**src/pkg/ckt_pkg.sv**
```systemverilog
// Purpose: Constants shared by the clock timer block.
// Assumes: APB byte address is four times the register index.
// Notes: Register numbers below are word indices, not byte addresses.
package ckt_pkg;
    localparam logic [11:0] CKT_IDX_STAGE = 12'h02e0;
    localparam logic [11:0] CKT_IDX_MASK = 12'h02e8;
    localparam logic [11:0] CKT_IDX_CAUSE = 12'h02e9;
    localparam logic [11:0] CKT_IDX_CTRL = 12'h02ee;
    localparam int CKT_AW = 14;
    localparam int CKT_BIT_STROBE = 3;
    localparam int CKT_BIT_STOPWATCH_RUN_CONTROL = 2;
    localparam int CKT_BIT_PORT0 = 0;
    localparam int CKT_BIT_LCD = 3;
    localparam logic [3:0] CKT_STAGE_RST = 4'h0;
    localparam logic [2:0] CKT_MASK_RST = 3'h0;
    localparam logic [2:0] CKT_CAUSE_RST = 3'h0;
    // Chain input rate and clock rate; the tick is a parameter of the top.
    localparam int CKT_CLK_HZ = 125000000;
    localparam int CKT_BASE_HZ = 256;
    localparam int CKT_TICK_CYCLES = CKT_CLK_HZ / CKT_BASE_HZ;
    localparam int CKT_CHAIN_W = 7;
endpackage

```
**src/hdl/ckt_edge_flag.sv**
```systemverilog
// Purpose: One sticky cause flag set on a falling edge, cleared on read.
// Assumes: Stage input is a registered signal on pclk.
// Notes: A set in the clearing cycle wins.
`timescale 1ns/1ps
module ckt_edge_flag
(
    // Clock and reset
    input wire logic pclk,
    input wire logic presetn,
    // Event and clear
    input wire logic stage,
    input wire logic clear,
    // Flag
    output logic flag
);
    import ckt_pkg::*;
    logic prev_reg;
    logic prev_next;
    logic flag_reg;
    logic flag_next;
    logic fall;

    always_comb
    begin
        prev_next = stage;
        fall = prev_reg & ~stage;
        flag_next = flag_reg;
        if (clear)
        begin
            flag_next = 1'b0;
        end
        if (fall)
        begin
            flag_next = 1'b1;
        end
    end

    always_ff @(posedge pclk or negedge presetn)
    begin
        if (!presetn)
        begin
            prev_reg <= 1'b0;
            flag_reg <= 1'b0;
        end
        else
        begin
            prev_reg <= prev_next;
            flag_reg <= flag_next;
        end
    end

    assign flag = flag_reg;
endmodule

```
**src/hdl/ckt_clock_timer.sv**
```systemverilog
// Purpose: Clock timer with divider chain, masks and cause flags on APB.
// Assumes: APB master per protocol; zero wait states.
// Notes: Chain stages toggle at 256 Hz base tick divided by two each stage.
//
// Our own choice: the APB interface to the registers.
`timescale 1ns/1ps
module ckt_clock_timer
#(
    parameter int TICK_CYCLES = ckt_pkg::CKT_TICK_CYCLES
)
(
    // Clock and reset
    input wire logic pclk,
    input wire logic presetn,
    // APB slave
    input wire logic psel,
    input wire logic penable,
    input wire logic pwrite,
    input wire logic [ckt_pkg::CKT_AW-1:0] paddr,
    input wire logic [31:0] pwdata,
    output logic [31:0] prdata,
    output logic pready,
    output logic pslverr,
    // Timer outputs
    output logic irq,
    output logic wdt_clk_2hz,
    output logic lcd_static_select,
    output logic stopwatch_run_control,
    output logic port0_direction
);
    import ckt_pkg::*;

    // ========================================================
    // Bus decode
    // ========================================================
    logic acc;
    logic [11:0] idx;
    logic hit_stage;
    logic hit_mask;
    logic hit_cause;
    logic hit_ctrl;
    logic wr;
    logic rd;

    always_comb
    begin
        acc = psel & penable;
        idx = paddr[CKT_AW-1:2];
        hit_stage = idx == CKT_IDX_STAGE;
        hit_mask = idx == CKT_IDX_MASK;
        hit_cause = idx == CKT_IDX_CAUSE;
        hit_ctrl = idx == CKT_IDX_CTRL;
        wr = acc & pwrite;
        rd = acc & ~pwrite;
    end

    // ========================================================
    // Divider chain
    // ========================================================
    // Bit 0 of chain is 128 Hz; bit 2 is 32 Hz ... bit 6 is 2 Hz.
    logic [31:0] tick_reg;
    logic [31:0] tick_next;
    logic [CKT_CHAIN_W-1:0] chain_reg;
    logic [CKT_CHAIN_W-1:0] chain_next;
    logic strobe;

    always_comb
    begin
        strobe = wr & hit_ctrl & pwdata[CKT_BIT_STROBE];
        tick_next = tick_reg + 32'h0000_0001;
        chain_next = chain_reg;
        if (strobe)
        begin
            tick_next = 32'h0000_0000;
            chain_next = '0;
        end
        else if (tick_reg >= 32'(TICK_CYCLES - 1))
        begin
            tick_next = 32'h0000_0000;
            chain_next = chain_reg + 7'h01;
        end
    end

    always_ff @(posedge pclk or negedge presetn)
    begin
        if (!presetn)
        begin
            tick_reg <= 32'h0000_0000;
            chain_reg <= '0;
        end
        else
        begin
            tick_reg <= tick_next;
            chain_reg <= chain_next;
        end
    end

    logic [3:0] stage;
    assign stage = chain_reg[6:3];

    // ========================================================
    // Cause flags
    // ========================================================
    // A restart drops high stages to zero, which looks like a falling edge;
    // software clears that by reading the flags.
    logic [2:0] cause;
    logic [2:0] src;
    logic clr_cause;
    logic [2:0] clr_bits;

    assign src = {chain_reg[6], chain_reg[4], chain_reg[2]};
    assign clr_cause = rd & hit_cause;

    genvar g;
    generate
        for (g = 0; g < 3; g++)
        begin : gen_flag
            ckt_edge_flag u_flag
            (
                .pclk(pclk),
                .presetn(presetn),
                .stage(src[g]),
                .clear(clr_bits[g]),
                .flag(cause[g])
            );
        end
    endgenerate

    // ========================================================
    // Control registers
    // ========================================================
    logic [2:0] mask_reg;
    logic [2:0] mask_next;
    logic lcd_reg;
    logic lcd_next;
    logic run_reg;
    logic run_next;
    logic dir_reg;
    logic dir_next;

    always_comb
    begin
        mask_next = mask_reg;
        lcd_next = lcd_reg;
        run_next = run_reg;
        dir_next = dir_reg;
        if (wr & hit_mask)
        begin
            mask_next = pwdata[2:0];
            lcd_next = pwdata[CKT_BIT_LCD];
        end
        if (wr & hit_ctrl)
        begin
            run_next = pwdata[CKT_BIT_STOPWATCH_RUN_CONTROL];
            dir_next = pwdata[CKT_BIT_PORT0];
        end
    end

    always_ff @(posedge pclk or negedge presetn)
    begin
        if (!presetn)
        begin
            mask_reg <= CKT_MASK_RST;
            lcd_reg <= 1'b0;
            run_reg <= 1'b0;
            dir_reg <= 1'b0;
        end
        else
        begin
            mask_reg <= mask_next;
            lcd_reg <= lcd_next;
            run_reg <= run_next;
            dir_reg <= dir_next;
        end
    end

    // ========================================================
    // Read data, interrupt and outputs
    // ========================================================
    logic [31:0] rdata_reg;
    logic [31:0] rdata_next;
    logic err_reg;
    logic err_next;
    logic irq_reg;
    logic irq_next;
    logic wdt_reg;
    logic wdt_next;
    logic rdy_reg;
    logic rdy_next;

    always_comb
    begin
        rdata_next = 32'h0000_0000;
        err_next = 1'b0;
        rdy_next = psel & ~penable;
        if (psel & ~penable)
        begin
            err_next = ~(hit_stage | hit_mask | hit_cause | hit_ctrl);
            if (hit_stage)
            begin
                rdata_next[3:0] = stage;
            end
            if (hit_mask)
            begin
                rdata_next[3:0] = {lcd_reg, mask_reg};
            end
            if (hit_cause)
            begin
                rdata_next[2:0] = cause;
            end
            if (hit_ctrl)
            begin
                // Strobe bit stays zero on read.
                rdata_next[3:0] = {1'b0, run_reg, 1'b0, dir_reg};
            end
        end
        irq_next = |(cause & mask_reg);
        wdt_next = stage[3];
    end

    always_ff @(posedge pclk or negedge presetn)
    begin
        if (!presetn)
        begin
            rdata_reg <= 32'h0000_0000;
            err_reg <= 1'b0;
            irq_reg <= 1'b0;
            wdt_reg <= 1'b0;
            rdy_reg <= 1'b0;
        end
        else
        begin
            rdata_reg <= rdata_next;
            err_reg <= err_next;
            irq_reg <= irq_next;
            wdt_reg <= wdt_next;
            rdy_reg <= rdy_next;
        end
    end

    assign prdata = rdata_reg;
    assign pslverr = err_reg;
    assign pready = rdy_reg;
    assign irq = irq_reg;
    assign wdt_clk_2hz = wdt_reg;
    assign lcd_static_select = lcd_reg;
    assign stopwatch_run_control = run_reg;
    assign port0_direction = dir_reg;
    // Only flags that the read returned are cleared, so a fall between
    // the setup and the access cycle is not lost.
    assign clr_bits = {3{clr_cause}} & rdata_reg[2:0];
endmodule

```
**config.mk**
```make
export PLATFORM = sky130hd
export DESIGN_NAME = ckt_clock_timer
export DESIGN_NICKNAME = d
export VERILOG_FILES = /design/src/pkg/ckt_pkg.sv /design/src/hdl/ckt_edge_flag.sv /design/src/hdl/ckt_clock_timer.sv
export SDC_FILE = /design/constraint.sdc
export NUM_CORES = 1
export LEC_CHECK = 0
export BUFFER_PORTS_ARGS = -buffer_cell sky130_fd_sc_hd__buf_4
export CAP_MARGIN = 20
export CORE_MARGIN = 2
export CORE_UTILIZATION = 30
export CTS_CLUSTER_SIZE = 30
export DETAILED_ROUTE_END_ITERATION = 10
export SYNTH_ARGS = -nofsm -noshare
export SYNTH_HDL_FRONTEND = slang
export SYNTH_HIERARCHICAL = 1
export SYNTH_SLANG_ARGS = --single-unit
```
**constraint.sdc**
```tcl
create_clock -name pclk -period 4.8 [get_ports pclk]
set_input_delay 0.72 -clock pclk [delete_from_list [all_inputs] [get_ports pclk]]
set_output_delay 0.72 -clock pclk [all_outputs]
set_load 0.05 [all_outputs]
```
---- Yosys cells after proc, flatten, opt, wreduce, memory -nomap -nowiden ----
Index checks and enable logic that the tools add are counted.
word-level totals
  word-level logic and storage cells ...... 66
  register bits after elaboration ......... 58
  ROM bits ................................ 0
  output and inout bits ................... 39
  memories ................................ 0
  input bits .............................. 51
  memory bits (writable) .................. 0
  bits in latches ......................... 0
cells by class
  shifts and indexed selects .............. 0
  eq/ne operators ......................... 4
  multipliers ............................. 0
  order comparisons ....................... 1
  $add $sub $neg .......................... 2
  div/mod/pow operators ................... 0
  reductions and logical operators ........ 5
  mux-type cells .......................... 16
  bitwise logic cells ..................... 22
operators by type and width
  operator                                                              number
  2-to-1 mux 32 bit                                                     2
  == test 12 x 10 -> 1 bit (second input constant)                      4
  adder 32 x 1 -> 32 bit (second input constant)                        1
  greater-or-equal comparator 32 x 19 -> 1 bit (second input constant)  1
  2-to-1 mux 4 bit                                                      4
  2-to-1 mux 7 bit                                                      2
  AND 1 bit                                                             11
  nonzero test 2 bit                                                    4
  adder 7 x 1 -> 7 bit (second input constant)                          1
  2-to-1 mux 1 bit                                                      7
  AND 3 bit                                                             2
  NOT 1 bit                                                             6
  2-to-1 mux 3 bit                                                      1
  OR 1 bit                                                              3
  OR reduction 3 bit                                                    1

---- Longest topological paths before layout ----
  word-level depth ........................ 6
  gate-level depth with buffers ........... 7
  depth with buffers taken out ............ 6

---- Cells and area by module ----
Netlist, hierarchy kept.
modules (own cells, without submodules)
  module           area an instance (um2)  instances  cells each
  ckt_clock_timer  2544.9                  1          243
  ckt_edge_flag    70.1                    3          5

---- Worst setup path after synthesis ----
No wires, ideal clock.
  kind .................................... input -> register
  start ................................... in paddr[10] (netlist name)
  end ..................................... reg tick_reg[15]
  arrival time ............................ 1997 ps
  library setup time ...................... 119 ps
  setup slack ............................. 2685 ps
  data required time ...................... 4681 ps
  stages .................................. 6
  path buffers ............................ 1
  cell sequence ........................... and4bb_1 nand4_2 or4_4 nand2_4 buf_6 nor2_1
between the ends
  word-level cells in the longest chain between the ends .. 4
RTL lines
  element                   line                   RTL
  start, declared           ckt_clock_timer.sv:19  input wire logic [ckt_pkg::CKT_AW-1:0] paddr,
  == test 12 x 10 -> 1 bit  ckt_clock_timer.sv:52  hit_ctrl = idx == CKT_IDX_CTRL;
  AND 1 bit (2 in a row)    ckt_clock_timer.sv:69  strobe = wr & hit_ctrl & pwdata[CKT_BIT_STROBE];
  2-to-1 mux 32 bit         ckt_clock_timer.sv:72  if (strobe)
  net tick_next[15]         ckt_clock_timer.sv:62  logic [31:0] tick_next;
  end signal, assigned      ckt_clock_timer.sv:93  tick_reg <= tick_next;
  end, declared             ckt_clock_timer.sv:61  logic [31:0] tick_reg;
The timed path passes the listed nets, and every way through them passes these cells.
A chain may end at the register's enable or synchronous reset.

---- Worst setup path in the final report ----
  start ................................... in paddr[10] (netlist name)
  end ..................................... reg chain_reg[0]
between the ends
  word-level cells in the longest chain between the ends .. 4
  elaborated cells on any way between the ends .. 5
  classes of those cells .................. 1 x eq/ne; 1 x mux; 2 x bitwise; 1 x reduce/logical
RTL lines
  element                                                 line                   RTL
  == test 12 x 10 -> 1 bit *                              ckt_clock_timer.sv:52
  AND 1 bit * (2 in a row)                                ckt_clock_timer.sv:69
  2-to-1 mux 7 bit or nonzero test 2 bit (tied branches)  -
  end signal, assigned                                    ckt_clock_timer.sv:94  chain_reg <= chain_next;
  end, declared                                           ckt_clock_timer.sv:63  logic [CKT_CHAIN_W-1:0] chain_reg;
Every way passes the cells marked *; elsewhere a longest branch is shown, timed or not.

==> qor.yml <==
setup_path:
  path_buf_inv: 1
  end_kind: "flip-flop"
  r2r_end: "tick_reg[15]"
  critPathMaxFanout: 7
  worstSetupStartpointType: "input pin"
  cp_top_family: "simple AND/OR/NAND/NOR gates"
  slowest_stage: "nor4_1"
  r2r-start: "tick_reg[3]"
  crit_path_max_incr_delay_ns: 1.01
  path_class: "in -> reg"
  required_ns: 4.97
  rr_worst_depth: 5
  worstPathArrival_ns: 2.41
  cp_cell_sequence: "buf_4 > and4bb_1 > nand4_2 > nor4_1 > nor2_1"
  regToRegSetupSlack_ns: 2.62
cts:
  cts-buffers-inserted: 9
  clk_latency_ns: 0.33
  ctsLongestPathBuffers: 2
  post-cts-setup-buffer-count: 0
  clock_sinks: 59
  cts_root_buffer: "clkbuf_8"
  cts_tree: "done"
  ctsResizeCount: 0
  htree_levels: 3
  holdBufCountCts: 0
  clk_pin_slew_ns: 0.06
global_route:
  grt.total_usage_pct: 10.41
  grt_pass1_vias: 1864
  antenna_found_initial: 0
  grt_max_degree: 60
  grt_pass1_wl_um: 8211
  grt_overflow: 0
cells_and_area:
  multi_input_area_um2: 1140
  nets: 362
  fillers: 888
  final_common_cell: "dfrtp_1"
  drive_gt1_share_pct: 19.23
  seq_area_um2: 1476
  final_cell_mix: "dfrtp_1, conb_1, nor2_1"
  insertedDiodeCount: 0
  largest_reg_flops: 32
  syn_to_final_growth_pct: 16.71
synthesis:
  synthTopCellsByArea: "dfrtp_1, buf_4, nor2_1, mux2_2, xor2_1"
  ys.flop_type: "dfrtp_1"
  synth-edff-count: 0
  synthDistinctLibCells: 40
  synthArstFlopShare_pct: 100.0
  avgSynthCellArea_um2: 10.68
  yosysTopAreaCell: "dfrtp_1"
  syn_area_um2: 2755
  synth_seq_cells: 59
  yosysSeqAreaShare_pct: 53.59
  yosysWarningCount: 6
  synth_top_area_share_pct: 53.59
  syn_inst: 258
pwr:
  p_per_area_nw_per_um2: 349.6
  p_leak_uw: 0.001506
  vdd_drop_max_mv: 0.1540
routing:
  vias_per_cell: 4.436
  drtPass1Iterations: 5
  drtIter0Drc: 74
  drcViolationCount: 0
  via_count: 1863
  wl_per_cell_um: 11.23
  drt-total-wl_um: 4715
  antenna_left: 0
die:
  fp.dieH_um: 99.83
  dieWidth_um: 99.83
  initial_core_util_pct: 31.29
  io_pins: 90
  rows: 34
  dieArea_um2: 9966
  core_area_um2: 8806
placement:
  dp_hpwl_um: 3241
  io_buffers: 31
  gp_congestion: 0.7756
sta:
  finalSetupViolations: 0
  rsz0062_at_grt: "false"
  holdWs_ns: 0.4448
  max_freq_mhz: 446.8
  worst_pin_slew_ns: 1.157
  tns_ns: 0
  finalClockSkew_ns: 0.006679
  timing.final.crit_share_pct: 46.63
  drv_slew: 0
  slew_headroom_pct: 22.15
  hold_viol: 0
  period_minus_slack_ns: 2.238
hold_path:
  hold_path.class: "in -> async"
run:
  drv_cap: 0
run_status:
  outcome: "complete, no violations"
-- worst max path at each step --
stage                            from            to  depth (start not counted)
after floorplan             paddr[10]  tick_reg[15]                          6
after global routing      tick_reg[3]  tick_reg[15]                          5
after global placement      paddr[10]  chain_reg[0]                          5
after CTS                 tick_reg[3]  tick_reg[15]                          5
final                       paddr[10]  chain_reg[0]                          5
after detailed placement    paddr[10]  chain_reg[0]                          5
-- report_power, final --
part	internal, µW	switching [µW]
Clock	225	182
Sequential	540	37.2
Combinational	38.7	102
-- worst register-to-register path, stage by stage (launching register included) --
cell and delay [ns]:
dfrtp_1 0.43, a211oi_1 0.28, o311ai_1 0.19, a211oi_2 0.75, nand2_4 0.27, nor2_1 0.18
-- cells by family after synthesis --
| kind of cell | count (synthesis) | synth area share, % |
|---|---|---|
| and+or+nand+nor | 94 | 17.67 |
| xor gates and xnor gates | 18 | 5.722 |
| AOI/OAI and AO/OA | 27 | 7.040 |
| other | 1 | 0.1361 |
| buffers and inverters | 46 | 10.49 |
| muxes | 10 | 3.997 |
| adders and majority gates | 3 | 1.363 |
| DFF | 59 | 53.59 |
-- area by class of cell --
cell class | instances | share of cell area, %
tap | 108 | 4.202
multi-input combinational | 193 | 35.45
timing repair buffer | 31 | 7.237
inverter | 14 | 1.634
clock inverter | 2 | 0.3113
clock buffer | 13 | 5.253
sequential | 59 | 45.91
-- synthesized netlist by cell type, types with 2 or more instances --
library cell and count:
and2_1 4, nand3_1 14, inv_1 14, dfrtp_1 59, nand4_1 2, or3_1 5
buf_4 29, nor3_1 5, nor4_1 6, ha_1 3, o22ai_2 3, xor2_1 10
o21ai_0 6, a22oi_1 2, clkbuf_1 2, a31oi_1 3, and3_1 7, xnor2_1 8
mux2i_1 2, mux2_2 8, nand2_1 11, a21oi_1 6, nor2_1 32
-- metrics by stage --
step	total power (µW)	instance area (µm²)	setup slack [ns]	utilization (%)	cells
after floorplan	697.3	2905	2.685	-	298
after global placement	724.6	3037	2.275	34.48	405
after detailed placement	728.0	3037	2.279	34.48	405
after CTS	1138	3216	2.609	36.52	420
after global routing	1182	3216	2.445	36.52	420
final	1124	3216	2.562	36.52	420
-- layer usage --
metal / share of wire (%) / global-route usage, % / up-vias
met5: 0 / 0 / -
met4: 2.0 / 5.690 / 0
met3: 5.0 / 2.646 / 10
met2: 45 / 16.06 / 60
met1: 48 / 13.45 / 886
li1: - / - / 907
(Power assumes the default switching activity.)
